[src/core/timer2_defs.vh]
`ifndef TIMER2_DEFS_VH
`define TIMER2_DEFS_VH

// ----------------------------------------
// register offsets
// ----------------------------------------
`define ADDR_TIMER_CONTROL      8'hC8
`define ADDR_RELOAD_CAPTURE_LOW 8'hCA
`define ADDR_RELOAD_CAPTURE_HIGH 8'hCB
`define ADDR_COUNT_LOW          8'hCC
`define ADDR_COUNT_HIGH         8'hCD

// ----------------------------------------
// timer_control fields
// ----------------------------------------
`define BIT_OVERFLOW_FLAG       7
`define BIT_EXTERNAL_FLAG       6
`define BIT_RECEIVE_CLOCK_SEL   5
`define BIT_TRANSMIT_CLOCK_SEL  4
`define BIT_EXTERNAL_ENABLE     3
`define BIT_RUN                 2
`define BIT_COUNTER_TIMER_SEL   1
`define BIT_CAPTURE_RELOAD_SEL  0

// ----------------------------------------
// reset values and timing
// ----------------------------------------
`define RESET_BYTE              8'h00
`define COUNT_MAX               16'hFFFF
`define BAUD_DIVIDE             2
`define SLOW_TIMER_DIVIDE       12

`endif

[src/core/unused_placeholder_none.v]
`timescale 1ns/1ps

[src/core/timer2_capture_reload_baud.v]
`timescale 1ns/1ps
`include "timer2_defs.vh"

module timer2_capture_reload_baud
#(
	parameter SLOW_DIVIDE = `SLOW_TIMER_DIVIDE
)
(
	// clock, reset, enable
	input  wire       clk_i,
	input  wire       srst_i,
	input  wire       ce_i,
	// register port
	input  wire [7:0] addr_i,
	input  wire [7:0] wdata_i,
	input  wire       wr_i,
	input  wire       rd_i,
	output reg  [7:0] rdata_o,
	// pins and system inputs
	input  wire       external_trigger_pin_i,
	input  wire       count_input_pin_i,
	input  wire       timer_speed_select_i,
	input  wire       timer1_overflow_i,
	// outputs
	output wire       timer_irq_o,
	output wire       overflow_pulse_o,
	output wire       rx_baud_tick_o,
	output wire       tx_baud_tick_o
);

	// ----------------------------------------
	// registers
	// ----------------------------------------
	localparam        PIN_COUNT = 2;
	localparam        PIN_TRIG  = 0;
	localparam        PIN_CNT   = 1;
	localparam [31:0] SLOW_LAST = SLOW_DIVIDE - 1;

	reg  [7:0]           control_q;
	reg  [15:0]          reload_q;
	reg  [15:0]          count_q;
	reg                  baud_phase_q;
	reg  [3:0]           slow_cnt_q;
	reg  [7:0]           ctl_d;
	reg  [15:0]          reload_d;
	reg  [15:0]          count_d;
	reg                  baud_phase_d;
	reg  [3:0]           slow_cnt_d;
	reg  [7:0]           rdata_d;
	reg                  tick;
	wire [PIN_COUNT-1:0] pin_raw;
	wire [PIN_COUNT-1:0] pin_fall;
	wire [3:0]           slow_last;

	wire overflow_flag   = control_q[`BIT_OVERFLOW_FLAG];
	wire external_flag   = control_q[`BIT_EXTERNAL_FLAG];
	wire rx_sel          = control_q[`BIT_RECEIVE_CLOCK_SEL];
	wire tx_sel          = control_q[`BIT_TRANSMIT_CLOCK_SEL];
	wire external_enable = control_q[`BIT_EXTERNAL_ENABLE];
	wire run_bit         = control_q[`BIT_RUN];
	wire ct_sel          = control_q[`BIT_COUNTER_TIMER_SEL];
	wire cr_sel          = control_q[`BIT_CAPTURE_RELOAD_SEL];
	wire baud_mode       = rx_sel | tx_sel;

	// ----------------------------------------
	// pin synchronisers and edges
	// ----------------------------------------
	// every stage presets high, the idle pin level, so no false fall follows reset
	assign pin_raw = {count_input_pin_i, external_trigger_pin_i};

	genvar p;
	generate
		for (p = 0; p < PIN_COUNT; p = p + 1)
		begin : g_pin
			reg meta_q;
			reg sync_q;
			reg prev_q;

			always @(posedge clk_i)
			begin
				if (srst_i)
				begin
					meta_q <= 1'h1;
					sync_q <= 1'h1;
					prev_q <= 1'h1;
				end
				else if (ce_i)
				begin
					meta_q <= pin_raw[p];
					sync_q <= meta_q;
					prev_q <= sync_q;
				end
			end

			assign pin_fall[p] = prev_q & ~sync_q;
		end
	endgenerate

	wire trig_fall = pin_fall[PIN_TRIG];
	wire cnt_fall  = pin_fall[PIN_CNT];

	// ----------------------------------------
	// tick selection
	// ----------------------------------------
	// the slow divider free-runs so ticks stay evenly spaced; a fresh start may wait part of one
	assign slow_last = SLOW_LAST[3:0];
	wire slow_tick = (slow_cnt_q == slow_last);
	wire fast_tick = 1'h1;

	always @*
	begin
		tick = 1'h0;
		if (baud_mode)
		begin
			tick = baud_phase_q;
		end
		else if (ct_sel)
		begin
			tick = cnt_fall;
		end
		else if (timer_speed_select_i)
		begin
			tick = fast_tick;
		end
		else
		begin
			tick = slow_tick;
		end
	end

	// ----------------------------------------
	// timer events
	// ----------------------------------------
	wire advance      = run_bit & tick;
	wire wrap         = advance & (count_q == `COUNT_MAX);
	wire ext_edge     = trig_fall & external_enable & ~baud_mode;
	wire wrap_reload  = wrap & (baud_mode | ~cr_sel);
	wire edge_reload  = ext_edge & ~cr_sel;
	wire do_reload    = wrap_reload | edge_reload;
	wire do_capture   = ext_edge & cr_sel;
	wire set_overflow = wrap & ~baud_mode;
	wire set_external = trig_fall & external_enable;

	// ----------------------------------------
	// write decode
	// ----------------------------------------
	wire wr_ctl  = wr_i & (addr_i == `ADDR_TIMER_CONTROL);
	wire wr_rl   = wr_i & (addr_i == `ADDR_RELOAD_CAPTURE_LOW);
	wire wr_rh   = wr_i & (addr_i == `ADDR_RELOAD_CAPTURE_HIGH);
	wire wr_cl   = wr_i & (addr_i == `ADDR_COUNT_LOW);
	wire wr_ch   = wr_i & (addr_i == `ADDR_COUNT_HIGH);

	// ----------------------------------------
	// control next state
	// ----------------------------------------
	always @*
	begin
		ctl_d = control_q;
		if (wr_ctl)
		begin
			ctl_d = wdata_i;
		end
		// hardware set beats a same-cycle software clear
		if (set_overflow)
		begin
			ctl_d[`BIT_OVERFLOW_FLAG] = 1'h1;
		end
		if (set_external)
		begin
			ctl_d[`BIT_EXTERNAL_FLAG] = 1'h1;
		end
	end

	// ----------------------------------------
	// reload next state
	// ----------------------------------------
	always @*
	begin
		reload_d = reload_q;
		if (wr_rl)
		begin
			reload_d[7:0] = wdata_i;
		end
		if (wr_rh)
		begin
			reload_d[15:8] = wdata_i;
		end
		// a capture wins over a same-cycle software write
		if (do_capture)
		begin
			reload_d = count_q;
		end
	end

	// ----------------------------------------
	// count next state
	// ----------------------------------------
	always @*
	begin
		count_d = count_q;
		if (do_reload)
		begin
			count_d = reload_q;
		end
		else if (advance)
		begin
			count_d = count_q + 16'h0001;
		end
		// software write to a count byte wins over counting
		if (wr_cl)
		begin
			count_d[7:0] = wdata_i;
		end
		if (wr_ch)
		begin
			count_d[15:8] = wdata_i;
		end
	end

	// ----------------------------------------
	// dividers next state
	// ----------------------------------------
	always @*
	begin
		baud_phase_d = ~baud_phase_q;
		if (slow_tick)
		begin
			slow_cnt_d = 4'h0;
		end
		else
		begin
			slow_cnt_d = slow_cnt_q + 4'h1;
		end
	end

	// ----------------------------------------
	// read mux
	// ----------------------------------------
	always @*
	begin
		rdata_d = 8'h00;
		if (!rd_i)
		begin
			rdata_d = 8'h00;
		end
		else if (addr_i == `ADDR_TIMER_CONTROL)
		begin
			rdata_d = control_q;
		end
		else if (addr_i == `ADDR_RELOAD_CAPTURE_LOW)
		begin
			rdata_d = reload_q[7:0];
		end
		else if (addr_i == `ADDR_RELOAD_CAPTURE_HIGH)
		begin
			rdata_d = reload_q[15:8];
		end
		else if (addr_i == `ADDR_COUNT_LOW)
		begin
			rdata_d = count_q[7:0];
		end
		else if (addr_i == `ADDR_COUNT_HIGH)
		begin
			rdata_d = count_q[15:8];
		end
		else
		begin
			rdata_d = 8'h00;
		end
	end

	// ----------------------------------------
	// state registers
	// ----------------------------------------
	always @(posedge clk_i)
	begin
		if (srst_i)
		begin
			control_q <= `RESET_BYTE;
		end
		else if (ce_i)
		begin
			control_q <= ctl_d;
		end
	end

	always @(posedge clk_i)
	begin
		if (srst_i)
		begin
			reload_q <= {`RESET_BYTE, `RESET_BYTE};
		end
		else if (ce_i)
		begin
			reload_q <= reload_d;
		end
	end

	always @(posedge clk_i)
	begin
		if (srst_i)
		begin
			count_q <= {`RESET_BYTE, `RESET_BYTE};
		end
		else if (ce_i)
		begin
			count_q <= count_d;
		end
	end

	always @(posedge clk_i)
	begin
		if (srst_i)
		begin
			baud_phase_q <= 1'h0;
		end
		else if (ce_i)
		begin
			baud_phase_q <= baud_phase_d;
		end
	end

	always @(posedge clk_i)
	begin
		if (srst_i)
		begin
			slow_cnt_q <= 4'h0;
		end
		else if (ce_i)
		begin
			slow_cnt_q <= slow_cnt_d;
		end
	end

	// read data stands one cycle after the strobe, then returns to zero
	always @(posedge clk_i)
	begin
		if (srst_i)
		begin
			rdata_o <= 8'h00;
		end
		else if (ce_i)
		begin
			rdata_o <= rdata_d;
		end
	end

	// ----------------------------------------
	// outputs
	// ----------------------------------------
	// level interrupt request; enable lives in the interrupt controller outside
	assign timer_irq_o      = overflow_flag | external_flag;
	assign overflow_pulse_o = wrap;
	assign rx_baud_tick_o   = rx_sel ? wrap : timer1_overflow_i;
	assign tx_baud_tick_o   = tx_sel ? wrap : timer1_overflow_i;

endmodule

[config.mk]
export PLATFORM = sky130hd
export DESIGN_NAME = timer2_capture_reload_baud
export DESIGN_NICKNAME = d
export VERILOG_FILES = /design/src/core/unused_placeholder_none.v /design/src/core/timer2_capture_reload_baud.v
export VERILOG_INCLUDE_DIRS = /design/src /design/src/core
export SDC_FILE = /design/constraint.sdc
export NUM_CORES = 1
export LEC_CHECK = 0
export BUFFER_PORTS_ARGS = -buffer_cell sky130_fd_sc_hd__buf_4
export CAP_MARGIN = 20
export CORE_MARGIN = 4
export CORE_UTILIZATION = 50
export DETAILED_ROUTE_END_ITERATION = 16
export PLACE_DENSITY = 0.74
export SYNTH_ARGS = -nofsm -noshare
export SYNTH_HDL_FRONTEND = slang
export SYNTH_SLANG_ARGS = --single-unit
export TNS_END_PERCENT = 20
[constraint.sdc]
create_clock -name clk_i -period 3.22 [get_ports clk_i]
set_clock_uncertainty 0.2 [all_clocks]
set_input_delay 0 -clock clk_i [delete_from_list [all_inputs] [get_ports clk_i]]
set_output_delay 0 -clock clk_i [all_outputs]
set_load 0.02 [all_outputs]
==> results.yml <==
synthesis:
  ys_top_cells_by_area: "dfxtp_1, mux2i_1, nor2_1, o21ai_0, a21oi_1"
  synth.ff_latch_count: 59
  ys_types: 57
  synth_area_per_cell_um2: 7.84
  ys_async_sr_fraction_pct: 0
  synth_top_area_cell: "dfxtp_1"
  synth_edf_count: 0
  synth_flop_cell: "dfxtp_1"
  ys_warn_count: 0
  netlist_instances: 456
  ys_seq_area_share_pct: 33.1
  synth_top_area_share_pct: 33.1
  synth_area_um2: 3570
  synthesis.nets: 483
global_routing:
  grt_max_degree: 56
  grt_pass1_wl_um: 18600
  grt_pass1_vias: 3624
  grt_overflow_total: 0
  grt_usage_pct: 28.1
  antenna_found_initial: 0
sta:
  rsz0062_at_grt: "false"
  setup_ws_ns: 0.174
  setup_viol: 0
  tightest_slew_ns: 0.900
  slew_viol_final: 0
  hold_viol_final: 0
  layout_min_cycle_time_ns: 3.05
  slew_headroom_pct: 39.8
  finalCritPeriodShare_pct: 94.6
  setup_tns_ns: 0
  fmax_ghz: 0.328
cts:
  clkLatencyLatePin_ns: 0.35
  cts_buffers: 9
  post_cts.repair.setup_buffers: 0
  path_clk_slew_ns: 0.07
  cts_tree: "built"
  root_buffer: "clkbuf_8"
  cts_max_level: 3
  cts_sinks: 59
  clock_path_buffers: 2
detailed_routing:
  wl_per_cell_um: 19.4
  wl_um: 11800
  vias_per_cell: 6.29
  num_vias: 3811
  first_pass_iters: 5
  drc_errors: 0
  drt_iter0_markers: 423
  antenna_left: 0
setup_path:
  max_stage_delay_ns: 0.60
  crit_path_end_kind: "register"
  path_cells: "nand4_2 -> or4_4 -> or3_4 -> nor2_1 -> nand3_1 -> a21oi_1 -> dlygate4sd3_1"
  cp_max_fo: 7
  startpoint_type: "register"
  crit_slowest_cell: "or4_4"
  cp_data_arrival_time_ns: 3.14
  path_delay_family: "simple AND/OR/NAND/NOR gates"
  crit_buf_inv: 1
  r2r_setup_slack_ns: 0.17
  path_class: "register to register"
  cp_data_required_time_ns: 3.31
pwr:
  peakVddDrop_v: 0.000245
  leakagePower_nw: 1.65
  pwr_density_cell_nw_per_um2: 347
  power.total_mw: 1.49
layout:
  area_growth_syn_to_layout_pct: 20.4
  drive_gt1_share_pct: 14.7
  fin_area_um2: 4300
  diodes: 0
  fin_nets: 532
  final_util_pct: 62.6
placement:
  placed_area_um2: 3920
  gp_congestion: 0.964
  placement.io_buffers: 36
  place_ws_ns: 0.571
  place_hpwl_um: 8240
die:
  core_um2: 6870
  start_util_pct: 52.0
  die_width_um: 92.5
  die_h_um: 92.5
  std_cell_rows: 30
  io_pins: 37
  dieArea_um2: 8560
job:
  maxCapViolCount: 0
min_path:
  hold_class: "input port to register"
run_status:
  status: "completed"
-- worst register-to-register path: cells and delay by family (launching register included) --
family	cells	cell delay, ns
AND/OR/NAND/NOR	5	1.57
buffers and inverters	1	0.56
flip-flops	1	0.46
AO/OA/AOI/OAI	1	0.19
-- cell usage after synthesis (all sizes together) (2+ instances only) --
cell,instances
dfxtp,59
nor2,57
nand2,34
o21ai,32
a21oi,30
mux2i,26
clkbuf,22
nand3,20
a211oi,18
o22ai,15
inv,12
xnor2,11
nor2b,10
a31oi,8
nand2b,7
nor3,7
a211o,6
buf,6
o21a,6
a32o,4
mux2,4
nand3b,4
xor2,4
a21o,3
a22o,3
a22oi,3
a311oi,3
a32oi,3
and3,3
nand4,3
nor4,3
or4,3
a221oi,2
ha,2
o211ai,2
o21bai,2
o31ai,2
or2,2
-- cells in the final DEF (no fill, tap or decap), drive strengths merged, types with 7 or more instances in the layout --
cell         count
dfxtp           59
nor2            57
buf             45
nand2           34
o21ai           32
a21oi           30
mux2i           26
dlygate4sd3     21
nand3           20
a211oi          18
o22ai           15
inv             13
xnor2           11
nor2b           10
clkbuf           9
a31oi            8
nand2b           7
nor3             7
-- state kept, by name, summed over array words and instances, names as in the netlist --
| name | cells |
|---|---|
| count_q | 16 |
| reload_q | 16 |
| control_q | 8 |
| rdata_o | 8 |
| slow_cnt_q | 4 |
| g_pin.meta_q | 2 |
| g_pin.prev_q | 2 |
| g_pin.sync_q | 2 |
| baud_phase_q | 1 |
-- where the power goes --
group	total, mW	switching [mW]	internal [mW]	leakage [nW]
clock	0.601	0.326	0.275	0.0852
sequential	0.745	0.00622	0.738	0.477
combinational	0.149	0.0851	0.0641	1.09
-- cells by family (layout without fill, tap and decap cells) --
| kind of cell | Yosys count | after routing | share of synthesized area, % |
|---|---|---|---|
| fa+ha+maj | 2 | 2 | 0.700 |
| xor+xnor | 15 | 15 | 3.68 |
| mux | 30 | 30 | 8.54 |
| compound gates | 149 | 149 | 27.4 |
| flops | 59 | 59 | 33.1 |
| buf+inv | 41 | 95 | 4.48 |
| simple gates | 160 | 160 | 22.2 |
-- area by class of cell --
class	instances	area [um2]
fill	624	2570
clock buffer	9	124
timing repair buffer	66	548
clock inverter	7	43.8
sequential	59	1180
inverter	13	48.8
multi-input combinational	356	2240
tap	96	120
-- what timing repair did --
item,in CTS,in global routing
hold endpoints to repair,48,0
hold buffers,21,0
setup endpoints to repair,0,1
resized for setup,0,1
-- routing by layer --
metal	share of wire (%)	GRT usage, %
met5	0	0
met1	43	37.1
met4	4.1	13.7
met3	8.2	6.74
met2	45	42.7
-- metrics by stage --
step | hold slack (ns) | cells
floorplan | -0.0776 | 456
global placement | 0.00489 | 569
detailed placement | 0.0115 | 569
CTS | 0.0379 | 606
global route | 0.0648 | 606
finish | 0.0423 | 606
-- worst paths after layout --
path              start           end  cells past startpoint
min reg2reg  rdata_o[6]    rdata_o[6]                      2
min           addr_i[2]    rdata_o[6]                      5
max reg2reg  count_q[7]  control_q[7]                      7
max          count_q[7]  control_q[7]                      7
Power figures use the tool's default switching activity.
